==> src/common/emp_pkg.sv <==
// Package of constants and types for the energy mode power manager
package emp_pkg;

  // ---------------------------------------------------------------
  // Register byte offsets
  // ---------------------------------------------------------------
  localparam logic [7:0] EMP_CTRL_OFS     = 8'h00;  // Scaling levels, retention, mode request
  localparam logic [7:0] EMP_PERIPH_OFS   = 8'h04;  // Peripheral in-use bits
  localparam logic [7:0] EMP_RAM_OFS      = 8'h08;  // RAM block power enables
  localparam logic [7:0] EMP_STATUS_OFS   = 8'h0C;  // Live state, read only
  localparam logic [7:0] EMP_IF_OFS       = 8'h10;  // Sticky flags, write one to clear
  localparam logic [7:0] EMP_IEN_OFS      = 8'h14;  // Interrupt mask
  localparam logic [7:0] EMP_RESET_OFS    = 8'h18;  // Software reset, last cause
  localparam logic [7:0] EMP_BYPASS_OFS   = 8'h1C;  // Buck bypass request

  // ---------------------------------------------------------------
  // Control register fields
  // ---------------------------------------------------------------
  localparam int CTRL_ACT_LVL_LSB  = 0;   // Active/sleep scaling level, 2 bits
  localparam int CTRL_DS_LVL_LSB   = 2;   // Deep-sleep/stop scaling level, 2 bits
  localparam int CTRL_RET_DIS_BIT  = 4;   // Disable retention of active peripherals
  localparam int CTRL_MODE_LSB     = 8;   // Requested energy mode, 3 bits
  localparam int CTRL_FAST_CLK_BIT = 12;  // Software declares clock above 40 MHz

  // Peripheral in-use bits: domain b uses bits 6..0, domain c bit 8
  localparam int PERIPH_B_W        = 7;
  localparam int PERIPH_C_BIT      = 8;

  // Status register fields
  localparam int ST_MODE_LSB       = 0;   // Current mode, 3 bits
  localparam int ST_LVL_LSB        = 4;   // Applied level, 2 bits
  localparam int ST_SETTLED_BIT    = 6;
  localparam int ST_DOM_B_BIT      = 7;
  localparam int ST_DOM_C_BIT      = 8;
  localparam int ST_RET_BIT        = 9;
  localparam int ST_SUPPLY_LOW_BIT = 10;
  localparam int ST_BYPASS_BIT     = 11;
  localparam int ST_RAMP_BIT       = 12;

  // Interrupt flags
  localparam int IF_W              = 4;
  localparam int IF_SUPPLY_LOW     = 0;
  localparam int IF_MODE_DONE      = 1;
  localparam int IF_RAMP_DONE      = 2;
  localparam int IF_CLK_VIOL       = 3;

  // Reset register fields
  localparam int RST_SW_BIT        = 0;
  localparam logic [31:0] RST_KEY  = 32'h0000_A5A5;  // Software reset key in bits 31:16
  localparam int RST_CAUSE_LSB     = 8;   // Five cause bits

  // Reset values
  localparam logic [31:0] CTRL_RESET   = 32'h0000_0002;  // Full-speed level for active
  localparam logic [31:0] PERIPH_RESET = 32'h0000_01FF;  // All peripherals in use
  localparam logic [31:0] RAM_RESET    = 32'h0000_FFFF;  // All RAM powered

  // ---------------------------------------------------------------
  // Timing
  // ---------------------------------------------------------------
  localparam int CLK_MHZ          = 100;
  localparam int SETTLE_NS        = 2000;  // Regulator settle time
  localparam int SETTLE_CYC       = (SETTLE_NS * CLK_MHZ + 999) / 1000;
  localparam int RAMP_STEP_NS     = 500;   // Dwell per soft-switch step
  localparam int RAMP_STEP_CYC    = (RAMP_STEP_NS * CLK_MHZ + 999) / 1000;
  localparam int RAMP_STEPS       = 8;
  localparam int RST_PULSE_CYC    = 16;    // System reset pulse length

  // ---------------------------------------------------------------
  // Types
  // ---------------------------------------------------------------
  typedef enum logic [1:0] {
    EMP_LOWEST       = 2'd0,
    EMP_INTERMEDIATE = 2'd1,
    EMP_FULL_SPEED   = 2'd2
  } emp_level_t;

  typedef enum logic [2:0] {
    EMP_ACTIVE     = 3'd0,
    EMP_SLEEP      = 3'd1,
    EMP_DEEP_SLEEP = 3'd2,
    EMP_STOP       = 3'd3,
    EMP_SHUTOFF    = 3'd4
  } emp_mode_t;

  // Gray-coded sequencer along active -> enter -> low -> exit -> settle
  typedef enum logic [2:0] {
    SQ_RUN    = 3'b000,
    SQ_ENTER  = 3'b001,
    SQ_LOW    = 3'b011,
    SQ_EXIT   = 3'b010,
    SQ_SETTLE = 3'b110
  } emp_seq_t;

endpackage : emp_pkg

==> src/design/emp_ramp.sv <==
// Soft-switching ramp generator for boot and buck bypass entry
`timescale 1ns/100ps
module emp_ramp
  import emp_pkg::*;
#(
  parameter int STEP_CYC = RAMP_STEP_CYC,
  parameter int STEPS    = RAMP_STEPS
) (
  input  wire logic                   ref_clk,
  input  wire logic                   rst,
  input  wire logic                   start,
  output logic                        busy,
  output logic [$clog2(STEPS+1)-1:0]  level,
  output logic                        done
);

  localparam int SW = $clog2(STEPS + 1);
  localparam int CW = $clog2(STEP_CYC + 1);

  logic [CW-1:0] cnt_reg, cnt_next;     // Dwell counter per step
  logic [SW-1:0] lvl_reg, lvl_next;     // Current step of the ramp
  logic          busy_reg, busy_next;
  logic          done_reg, done_next;

  // ---------------------------------------------------------------
  // Step logic
  // ---------------------------------------------------------------
  // Slow steps limit slew rate and inrush current
  always_comb begin
    cnt_next  = cnt_reg;
    lvl_next  = lvl_reg;
    busy_next = busy_reg;
    done_next = 1'b0;
    if (start && !busy_reg) begin
      // Restart from the bottom
      busy_next = 1'b1;
      lvl_next  = '0;
      cnt_next  = '0;
    end else if (busy_reg) begin
      if (cnt_reg == CW'(STEP_CYC - 1)) begin
        cnt_next = '0;
        if (lvl_reg == SW'(STEPS)) begin
          busy_next = 1'b0;
          done_next = 1'b1;
        end else begin
          lvl_next = lvl_reg + SW'(1);
        end
      end else begin
        cnt_next = cnt_reg + CW'(1);
      end
    end
  end

  // Registers
  always_ff @(posedge ref_clk) begin
    if (rst) begin
      cnt_reg  <= '0;
      lvl_reg  <= '0;
      busy_reg <= 1'b0;
      done_reg <= 1'b0;
    end else begin
      cnt_reg  <= cnt_next;
      lvl_reg  <= lvl_next;
      busy_reg <= busy_next;
      done_reg <= done_next;
    end
  end

  assign busy  = busy_reg;
  assign level = lvl_reg;
  assign done  = done_reg;

endmodule : emp_ramp

==> src/design/emp_power_manager.sv <==
// Energy mode power manager: scaling, domains, retention, RAM, supply, resets
// ---------------------------------------------------------------
// Summary of operation
// Separate levels for active and deep-sleep groups
// Reset selects full-speed level for active
// Intermediate level permits clocks up to 40 MHz
// Lowest level allowed only for deep-sleep group
// Mode change applies destination level automatically
// Always-on plus two switchable peripheral domains
// Unused switchable domain unpowered in deep sleep
// Fixed always-on peripheral set stays powered
// Domain b seven peripherals, domain c oscillator
// Software may drop active peripheral retention
// Software removes power from unused RAM
// Low supply raises maskable interrupt for bypass
// Soft ramp at boot and bypass entry
// Five reset sources reset the system
// Hold core until active level settled
// ---------------------------------------------------------------
//
// The APB interface to the registers and the register offsets were chosen for this implementation.
`timescale 1ns/100ps
module emp_power_manager
  import emp_pkg::*;
#(
  parameter int RAM_BLOCKS = 16
) (
  input  wire logic                  ref_clk,
  input  wire logic                  rst,
  input  wire logic                  psel,
  input  wire logic                  penable,
  input  wire logic                  pwrite,
  input  wire logic [7:0]            paddr,
  input  wire logic [31:0]           pwdata,
  output logic [31:0]                prdata,
  output logic                       pready,
  output logic                       pslverr,
  input  wire logic                  supply_low_pin,
  input  wire logic                  reset_pin_n,
  input  wire logic                  monitor_fault,
  input  wire logic                  core_lockup,
  input  wire logic                  watchdog_expired,
  input  wire logic                  wake_event,
  output logic [1:0]                 regulator_level,
  output logic                       core_hold,
  output logic                       always_on_power,
  output logic                       switchable_domain_b,
  output logic                       switchable_domain_c,
  output logic                       retention_en,
  output logic [RAM_BLOCKS-1:0]      ram_power,
  output logic                       buck_bypass,
  output logic [3:0]                 ramp_level,
  output logic                       sys_reset,
  output logic                       irq
);

  // ---------------------------------------------------------------
  // Synchronisers for pin inputs
  // ---------------------------------------------------------------
  logic [5:0] sync1_reg, sync2_reg;  // Two-stage chain per pin
  always_ff @(posedge ref_clk) begin
    if (rst) begin
      sync1_reg <= 6'b00_0010;
      sync2_reg <= 6'b00_0010;
    end else begin
      sync1_reg <= {wake_event, watchdog_expired, core_lockup, monitor_fault, reset_pin_n, supply_low_pin};
      sync2_reg <= sync1_reg;
    end
  end
  logic s_supply_low, s_pin_rst, s_monitor, s_lockup, s_wdog, s_wake;
  assign {s_wake, s_wdog, s_lockup, s_monitor, s_pin_rst, s_supply_low} =
         {sync2_reg[5:2], ~sync2_reg[1], sync2_reg[0]};

  // ---------------------------------------------------------------
  // Software registers
  // ---------------------------------------------------------------
  logic [31:0]       ctrl_reg, ctrl_next;        // Levels, retention, mode
  logic [8:0]        periph_reg, periph_next;    // Peripheral in-use bits
  logic [RAM_BLOCKS-1:0] ram_reg, ram_next;      // RAM block enables
  logic [IF_W-1:0]   if_reg, if_next;            // Sticky flags
  logic [IF_W-1:0]   ien_reg, ien_next;          // Mask
  logic              byp_req_reg, byp_req_next;  // Bypass request
  logic              sw_rst_req;                 // One-cycle software reset
  logic [31:0]       prdata_reg, prdata_next;
  logic              pready_reg, pready_next;
  logic              pslverr_reg, pslverr_next;
  logic [4:0]        cause_reg, cause_next;      // Last reset cause

  // Sequencer state
  emp_seq_t          seq_reg, seq_next;
  emp_mode_t         mode_reg, mode_next;
  logic [1:0]        lvl_reg, lvl_next;
  logic [$clog2(SETTLE_CYC+1)-1:0] settle_reg, settle_next;
  logic              hold_reg, hold_next;
  logic [3:0]        ev_set;                     // Flag set events this cycle

  // Ramp engine
  logic              ramp_start, ramp_busy, ramp_done;
  logic [$clog2(RAMP_STEPS+1)-1:0] ramp_lvl;
  logic              boot_reg;                   // Boot ramp launched
  logic              supply_low_d_reg;

  // Clamp a requested level to what a mode group allows
  function automatic logic [1:0] clamp_level(input logic [1:0] lvl, input logic deep);
    logic [1:0] r;
    r = lvl;
    if (lvl > 2'(EMP_FULL_SPEED))
      r = 2'(EMP_FULL_SPEED);
    if (!deep && lvl == 2'(EMP_LOWEST))  // Lowest is never used while active
      r = 2'(EMP_INTERMEDIATE);
    return r;
  endfunction : clamp_level

  logic [1:0] act_lvl, ds_lvl;
  assign act_lvl = clamp_level(ctrl_reg[CTRL_ACT_LVL_LSB +: 2], 1'b0);
  assign ds_lvl  = clamp_level(ctrl_reg[CTRL_DS_LVL_LSB +: 2], 1'b1);
  logic deep_mode;
  assign deep_mode = (mode_reg == EMP_DEEP_SLEEP) || (mode_reg == EMP_STOP);

  // ---------------------------------------------------------------
  // APB slave, answers with one wait state
  // ---------------------------------------------------------------
  logic acc;
  assign acc = psel && penable && !pready_reg;
  always_comb begin
    ctrl_next    = ctrl_reg;
    periph_next  = periph_reg;
    ram_next     = ram_reg;
    ien_next     = ien_reg;
    byp_req_next = byp_req_reg;
    sw_rst_req   = 1'b0;
    prdata_next  = prdata_reg;
    pready_next  = acc;
    pslverr_next = 1'b0;
    // Set wins over write-one-to-clear
    if_next      = if_reg;
    if (acc && pwrite && paddr == EMP_IF_OFS)
      if_next = if_reg & ~pwdata[IF_W-1:0];
    if_next = if_next | ev_set;
    if (acc) begin
      prdata_next = 32'h0000_0000;
      case (paddr)
        EMP_CTRL_OFS: begin
          if (pwrite) ctrl_next = pwdata & 32'h0000_171F;
          prdata_next = ctrl_reg;
        end
        EMP_PERIPH_OFS: begin
          if (pwrite) periph_next = pwdata[8:0];
          prdata_next = {23'd0, periph_reg};
        end
        EMP_RAM_OFS: begin
          if (pwrite) ram_next = pwdata[RAM_BLOCKS-1:0];
          prdata_next = 32'(ram_reg);
        end
        EMP_STATUS_OFS: begin
          prdata_next[ST_MODE_LSB +: 3]   = mode_reg;
          prdata_next[ST_LVL_LSB +: 2]    = lvl_reg;
          prdata_next[ST_SETTLED_BIT]     = !hold_reg;
          prdata_next[ST_DOM_B_BIT]       = switchable_domain_b;
          prdata_next[ST_DOM_C_BIT]       = switchable_domain_c;
          prdata_next[ST_RET_BIT]         = retention_en;
          prdata_next[ST_SUPPLY_LOW_BIT]  = s_supply_low;
          prdata_next[ST_BYPASS_BIT]      = byp_req_reg;
          prdata_next[ST_RAMP_BIT]        = ramp_busy;
        end
        EMP_IF_OFS:  prdata_next = 32'(if_reg);
        EMP_IEN_OFS: begin
          if (pwrite) ien_next = pwdata[IF_W-1:0];
          prdata_next = 32'(ien_reg);
        end
        EMP_RESET_OFS: begin
          if (pwrite && pwdata[31:16] == RST_KEY[15:0] && pwdata[RST_SW_BIT])
            sw_rst_req = 1'b1;
          prdata_next = {19'd0, cause_reg, 8'd0};
        end
        EMP_BYPASS_OFS: begin
          if (pwrite) byp_req_next = pwdata[0];
          prdata_next = {31'd0, byp_req_reg};
        end
        default: pslverr_next = 1'b1;  // Unmapped address
      endcase
    end
  end

  // ---------------------------------------------------------------
  // Energy mode sequencer
  // ---------------------------------------------------------------
  // Level always follows the destination group without software
  always_comb begin
    seq_next    = seq_reg;
    mode_next   = mode_reg;
    lvl_next    = lvl_reg;
    settle_next = settle_reg;
    hold_next   = hold_reg;
    ev_set      = '0;
    ev_set[IF_SUPPLY_LOW] = s_supply_low && !supply_low_d_reg;
    ev_set[IF_RAMP_DONE]  = ramp_done;
    // Fast clock at intermediate level is flagged
    ev_set[IF_CLK_VIOL]   = ctrl_reg[CTRL_FAST_CLK_BIT] && !deep_mode &&
                            lvl_reg == 2'(EMP_INTERMEDIATE);
    case (seq_reg)
      SQ_RUN: begin
        lvl_next = act_lvl;
        if (ctrl_reg[CTRL_MODE_LSB +: 3] >= 3'(EMP_DEEP_SLEEP) &&
            ctrl_reg[CTRL_MODE_LSB +: 3] <= 3'(EMP_STOP)) begin
          seq_next = SQ_ENTER;
        end else begin
          mode_next = (ctrl_reg[CTRL_MODE_LSB +: 3] == 3'(EMP_SLEEP)) ? EMP_SLEEP : EMP_ACTIVE;
        end
      end
      SQ_ENTER: begin
        mode_next = emp_mode_t'(ctrl_reg[CTRL_MODE_LSB +: 3]);
        hold_next = 1'b1;
        seq_next  = SQ_LOW;
        ev_set[IF_MODE_DONE] = 1'b1;
      end
      SQ_LOW: begin
        lvl_next = ds_lvl;
        if (s_wake) seq_next = SQ_EXIT;
      end
      SQ_EXIT: begin
        mode_next   = EMP_ACTIVE;
        lvl_next    = act_lvl;
        settle_next = '0;
        seq_next    = SQ_SETTLE;
      end
      SQ_SETTLE: begin
        // Core stays held until the regulator reaches its level
        if (settle_reg == $bits(settle_reg)'(SETTLE_CYC - 1)) begin
          hold_next = 1'b0;
          seq_next  = SQ_RUN;
          ev_set[IF_MODE_DONE] = 1'b1;
        end else begin
          settle_next = settle_reg + 1'b1;
        end
      end
      default: seq_next = SQ_RUN;
    endcase
  end

  // Mode request bits clear on wake so the core does not re-enter at once
  logic clr_req;
  assign clr_req = (seq_reg == SQ_EXIT);

  // ---------------------------------------------------------------
  // Resets, ramp start, registers
  // ---------------------------------------------------------------
  logic [4:0] rst_src;
  assign rst_src = {sw_rst_req, s_wdog, s_lockup, s_pin_rst, s_monitor};
  logic [4:0] rst_cnt_reg;
  assign cause_next = (rst_src != 5'd0) ? rst_src : cause_reg;
  assign ramp_start = !boot_reg || (byp_req_next && !byp_req_reg);

  always_ff @(posedge ref_clk) begin
    if (rst) begin
      ctrl_reg    <= CTRL_RESET;
      periph_reg  <= PERIPH_RESET[8:0];
      ram_reg     <= RAM_RESET[RAM_BLOCKS-1:0];
      if_reg      <= '0;
      ien_reg     <= '0;
      byp_req_reg <= 1'b0;
      prdata_reg  <= '0;
      pready_reg  <= 1'b0;
      pslverr_reg <= 1'b0;
      cause_reg   <= '0;
      seq_reg     <= SQ_RUN;
      mode_reg    <= EMP_ACTIVE;
      lvl_reg     <= 2'(EMP_FULL_SPEED);
      settle_reg  <= '0;
      hold_reg    <= 1'b0;
      boot_reg    <= 1'b0;
      supply_low_d_reg <= 1'b0;
      rst_cnt_reg <= '0;
    end else begin
      ctrl_reg    <= clr_req ? (ctrl_next & ~32'h0000_0700) : ctrl_next;
      periph_reg  <= periph_next;
      ram_reg     <= ram_next;
      if_reg      <= if_next;
      ien_reg     <= ien_next;
      byp_req_reg <= byp_req_next;
      prdata_reg  <= prdata_next;
      pready_reg  <= pready_next;
      pslverr_reg <= pslverr_next;
      cause_reg   <= cause_next;
      seq_reg     <= seq_next;
      mode_reg    <= mode_next;
      lvl_reg     <= lvl_next;
      settle_reg  <= settle_next;
      hold_reg    <= hold_next;
      boot_reg    <= 1'b1;
      supply_low_d_reg <= s_supply_low;
      // Hold system reset while any source is active and for RST_PULSE_CYC cycles after it drops
      rst_cnt_reg <= (rst_src != 5'd0) ? 5'(RST_PULSE_CYC) :
                     (rst_cnt_reg != 5'd0) ? rst_cnt_reg - 5'd1 : 5'd0;
    end
  end

  emp_ramp u_ramp (
    .ref_clk (ref_clk),
    .rst     (rst),
    .start   (ramp_start),
    .busy    (ramp_busy),
    .level   (ramp_lvl),
    .done    (ramp_done)
  );

  // ---------------------------------------------------------------
  // Registered outputs
  // ---------------------------------------------------------------
  logic [RAM_BLOCKS-1:0] ram_o_reg;
  logic [1:0] lvl_o_reg;
  logic hold_o_reg, dom_b_reg, dom_c_reg, ret_reg, byp_o_reg, irq_reg, srst_reg;
  logic [3:0] rl_reg;
  always_ff @(posedge ref_clk) begin
    if (rst) begin
      lvl_o_reg <= 2'(EMP_FULL_SPEED);
      hold_o_reg <= 1'b1;
      dom_b_reg <= 1'b1;
      dom_c_reg <= 1'b1;
      ret_reg   <= 1'b1;
      ram_o_reg <= RAM_RESET[RAM_BLOCKS-1:0];
      byp_o_reg <= 1'b0;
      rl_reg    <= '0;
      irq_reg   <= 1'b0;
      srst_reg  <= 1'b0;
    end else begin
      lvl_o_reg  <= lvl_reg;
      // The boot ramp starts a cycle after release; cover that gap so the core never sees a false release
      hold_o_reg <= hold_reg || ramp_busy || !boot_reg;
      // Domains drop only in deep modes when all members unused
      dom_b_reg  <= !deep_mode || (periph_reg[PERIPH_B_W-1:0] != '0);
      dom_c_reg  <= !deep_mode || periph_reg[PERIPH_C_BIT];
      ret_reg    <= !(deep_mode && ctrl_reg[CTRL_RET_DIS_BIT]);
      ram_o_reg  <= ram_reg;
      byp_o_reg  <= byp_req_reg && !ramp_busy;
      rl_reg     <= 4'(ramp_lvl);
      irq_reg    <= |(if_reg & ien_reg);
      srst_reg   <= (rst_cnt_reg != 5'd0);
    end
  end

  assign prdata              = prdata_reg;
  assign pready              = pready_reg;
  assign pslverr             = pslverr_reg;
  assign regulator_level     = lvl_o_reg;
  assign core_hold           = hold_o_reg;
  assign always_on_power     = 1'b1;  // Calendar, oscillators, backup, rf sensor
  assign switchable_domain_b = dom_b_reg;
  assign switchable_domain_c = dom_c_reg;
  assign retention_en        = ret_reg;
  assign ram_power           = ram_o_reg;
  assign buck_bypass         = byp_o_reg;
  assign ramp_level          = rl_reg;
  assign sys_reset           = srst_reg;
  assign irq                 = irq_reg;

endmodule : emp_power_manager

==> config.mk <==
export PLATFORM = sky130hd
export DESIGN_NAME = emp_power_manager
export DESIGN_NICKNAME = d
export VERILOG_FILES = /design/src/common/emp_pkg.sv /design/src/design/emp_ramp.sv /design/src/design/emp_power_manager.sv
export SDC_FILE = /design/constraint.sdc
export NUM_CORES = 1
export LEC_CHECK = 0
export BUFFER_PORTS_ARGS = -buffer_cell sky130_fd_sc_hd__buf_2
export CELL_PAD_IN_SITES_DETAIL_PLACEMENT = 2
export CELL_PAD_IN_SITES_GLOBAL_PLACEMENT = 2
export CORE_ASPECT_RATIO = 1.1
export CORE_MARGIN = 2
export CORE_UTILIZATION = 36
export CTS_BUF_LIST = sky130_fd_sc_hd__clkbuf_16
export DETAILED_ROUTE_END_ITERATION = 6
export PLACE_DENSITY_LB_ADDON = 0.08
export SYNTH_ARGS = -nofsm -noshare
export SYNTH_HDL_FRONTEND = slang
export SYNTH_SLANG_ARGS = --single-unit
==> constraint.sdc <==
create_clock -name ref_clk -period 5.5 [get_ports ref_clk]
set_input_delay 1.1 -clock ref_clk [delete_from_list [all_inputs] [get_ports ref_clk]]
set_output_delay 1.1 -clock ref_clk [all_outputs]
set_load 0.1 [all_outputs]
==> results.md <==
- Before CTS, the worst setup slack after placement is 1.844 ns.
- Of the total power, combinational logic draws 0.098.
- Of the total power, the share spent switching nets is 0.2720.
- The placeable core region is 16,190 um2.
- The total congestion overflow is 0.
- The H-tree was split into 4 levels.
- The number of buffers and inverters on the critical path is 1.
- The final critical path time including I/O delays and setup is 3.136 ns.
- The clock network fraction of design power is 0.437.
- The die is 126.2 um wide.
- Data arrives at the worst endpoint at 3.48 ns.
- The area overhead of the layout relative to synthesis is 17.51%.
- Before antenna repair, the detailed router went through 4 iterations.
- The non-filler instance count after layout is 936.
- The internal portion of the total power is 0.001676 W.
- Counting flops with an async set or reset pin after synthesis yields a share of 0.
- The kind of cell adding the most delay to the critical path is simple AND/OR/NAND/NOR gates.
- The first global-routing pass estimated 29,300 um of wire.
- The number of flip-flops and latches in the synthesized netlist is 143.
- The overall fraction of global-route tracks in use is 0.2135.
- The hold violation count in the final report came to 0.
- The slowest stage cell on the critical path is sky130_fd_sc_hd__and4_1.
- Dividing the detail-routed via count by the number of cells gives 5.307.
- Setup repair after global routing left no endpoint under its margin.
- The count of pins over their slew limit is 0.
- The sequential-to-total area share from yosys stat is 0.4844.
- The run finished with clean final reports.
- For the pin with the worst max-slew slack, the measured transition is 1.164 ns.
- The met3 demand-to-capacity share in global routing is 0.03560.
- The worst pin sits at a relative slew slack of 0.2241.
- After clock tree synthesis, the clock-pin slew on the worst setup and hold paths is 0.06 ns.
- Across the run, the number of max-cap violations was 0.
- The number of antenna diodes in the final layout is 0.
- 115 I/O pins were placed.
- IR analysis of the VDD net gives a maximum drop of 0.1971 mV.
- For this configuration, the core starts out at a cell density of 0.3651.
- The number of CTS-inserted buffers is 17.
- Dividing the final minimum period by the clock period gives 0.5702.
- The number of instances in the synthesized netlist is 640.
- Data on the critical path is required at its endpoint by 5.85 ns.
- The layout has 1,818 filler cells.
- The number of global-route vias before repair came to 5,357.
- The quantity of hold-fixing buffers added after cts is 0.
- The number of core rows is 49.
- Sorting the synthesized cells by area gives the leading types as sky130_fd_sc_hd__dfxtp_1, sky130_fd_sc_hd__mux2i_1, sky130_fd_sc_hd__nor2_1.
- In this design, the stage delay of the slowest critical-path cell is 1.04 ns.
- In the routed design, unresolved DRC markers number 0.
- Of the total synthesized cell area, the portion taken by full adders, half adders and majority gates is 0.01270.
- The most heavily used metal layer in global routing is met2.
- The height of the die is 138.4 um.
- A synthesized cell averages 9.233 um2.
- The area share of and/or/nand/nor cells after synthesis is 0.2354.
- Of the cells placed in the final design, the portion with a size suffix greater than 1 is 0.2213.
- The timing-limited maximum frequency is 0.3189 GHz.
- In this run the static leakage power is 2.895 nW.
- The routed wire length per instance is 19.54 um.
- By area, the combinational part of the netlist is dominated by simple AND/OR/NAND/NOR gates.
- TritonCTS built the clock tree.
- The detailed router finished its first iteration with 166 violations.
- The final worst-path setup slack is 2.364 ns.
- Summing all placed instances gives a cell area of 6435 um2.
- The critical path goes through buf_2 -> nor4b_2 -> and4_1 -> nor2_1 -> a21oi_1.
- The routed layout has 4,967 vias.
- The kind of capture point of the worst setup path is a register.
- The maximum buffer depth of the clock tree is 2.
- The kind of start point of the critical path is an input pin.
- Post-CTS repair changed the size of 0 cells.
- The die outline area is 17,460 um2.
- After synthesis, the share of cell area in mux cells is 0.07114.
- In the final timing run, aggregate negative setup slack is 0 ns.
- The most used standard cell by instance count after synthesis is sky130_fd_sc_hd__dfxtp_1.
- After legalization and detailed placement, the total HPWL measured 13,190 um.
- Routability-driven placement finished with a final weighted congestion of 0.8194.
- In this run the worst path has a maximum fanout of 32.
- The met2 layer usage reported by global route is 0.3919.
- The post-synthesis compound-gate area fraction is 0.1186.
- Clock skew on the completed layout was measured at 0.007085 ns.
- At the later pin of the worst-skew pair, clock insertion delay measures 0.42 ns.
- The final layout contains routed wiring with a total length of 18,290 um.
- The cell count after placement is 904.
- The synthesis warning total is 0.
- In this run the power density over the cells is 331.6 nW/um2.
- In this run the worst hold path is classified as reg2reg.
- The buffer type at the clock tree root is sky130_fd_sc_hd__clkbuf_16.
- The top cell type by total area after synthesis is sky130_fd_sc_hd__dfxtp_1.
- The number of setup buffers added after CTS is 0.
- The initial antenna violation count is 0.
- The area fraction of the dominant cell type after synthesis is 0.4844.
- For this run, the leading register cell type out of synthesis is sky130_fd_sc_hd__dfxtp_1.
- Counting flops with a built-in enable in the synthesized netlist gives 0.
- The count of antenna-violating nets left after detailed routing is 0.
- The count of cell types in the netlist is 69.
- In this run the cell area of the synthesized design comes to 5909 um2.
- After the last flow step, the layout net total stands at 776.
- The sink count of the clock tree is 143.
- For this run, global-route usage on met1 was measured as 0.2513.
- The share of total power dissipated in sequential elements is 0.465.
- The kind of critical path is in2reg.
- Entering global routing, the biggest net connects 63 pins.
- The finished cells cover 6944 um2.
- The commonest cells after synthesis are sky130_fd_sc_hd__dfxtp_1, sky130_fd_sc_hd__nor2_1, sky130_fd_sc_hd__a21oi_1.
- Of the total synthesized cell area, the portion taken by XOR and XNOR cells is 0.01779.
- The number of endpoints failing setup at the final stage is 0.
- Buffers placed on the I/O ports in this run total 97.
- For this design the total switching power over the nets is 0.0006263 W.
cells by family (layout without fill, tap and decap cells):
| group | after synthesis | after routing |
|---|---|---|
| other | 2 | 17 |
| AO/OA/AOI/OAI | 106 | 106 |
| adder cells (fa/ha/maj) | 6 | 6 |
| XOR/XNOR | 12 | 12 |
| AND/OR/NAND/NOR | 262 | 262 |
| buffers and inverters | 71 | 148 |
| flip-flops | 143 | 143 |
| multiplexers | 38 | 38 |
per-stage QoR:
step	hold WS, ns	total power [W]	utilization
6_report	0.4157	0.002303	0.4290
5_1_grt	0.4339	0.002391	0.4290
4_1_cts	0.4207	0.002328	0.4290
3_5_place_dp	0.4131	0.001318	0.3976
3_3_place_gp	0.3900	0.001311	0.3976
2_1_floorplan	0.3677	0.001269	-
cell usage in the layout, fill, tap and decap left out, drive strengths merged, types with 3 or more instances in the layout:
cell     instances
and3             4
clkbuf          17
nor4bb           5
nor3            15
xnor2            6
nand3b           3
a31oi            6
ha               6
nand3           21
conb            17
nor4            10
a21oi           42
o21ai           15
xor2             6
nand4           13
a32o             3
mux2i           33
or2             21
or3              4
nor2            85
nand2           37
clkinv          10
a22oi            5
or4              4
nand2b           6
nor2b           19
nor4b            4
o221a            3
a22o             4
a32oi            3
inv             21
buf             98
o2bb2ai          6
mux4             3
dfxtp          143
per-layer routing:
layer	share of wire	vias to the layer above
met1	0.42	2498
met3	0.025	26
met2	0.54	70
met5	0	-
met4	0.015	0
li1	-	2373
power groups by stage:
| stage | registers, W | logic, W | clock network (W) |
|---|---|---|---|
| final | 0.00107 | 0.000226 | 0.00101 |
| after global routing | 0.00107 | 0.000243 | 0.00107 |
| after CTS | 0.00107 | 0.000227 | 0.00103 |
| after detailed placement | 0.00109 | 0.000225 | 0 |
| after global placement | 0.00109 | 0.000220 | 0 |
| after floorplan | 0.00112 | 0.000152 | 0 |
final timing paths:
check           startpoint      endpoint  slack [ns]  depth (start not counted)
max               paddr[3]    ram_reg[9]        2.36                          5
min           sync1_reg[1]  sync2_reg[1]        0.42                          1
max reg2reg  settle_reg[0]    seq_reg[2]        3.23                          5
min reg2reg   sync1_reg[1]  sync2_reg[1]        0.42                          1
area by class of cell:
type,instances,area [um2],area share
flip-flops and latches,143,2863,0.4123
repair buffers,98,493.0,0.07099
inverters,18,67.56,0.009730
clock buffers,17,425.4,0.06126
well taps,204,255.2,0.03676
multi-input cells,441,2756,0.3969
clock inverters,15,83.83,0.01207
Power figures use the tool's default switching activity.
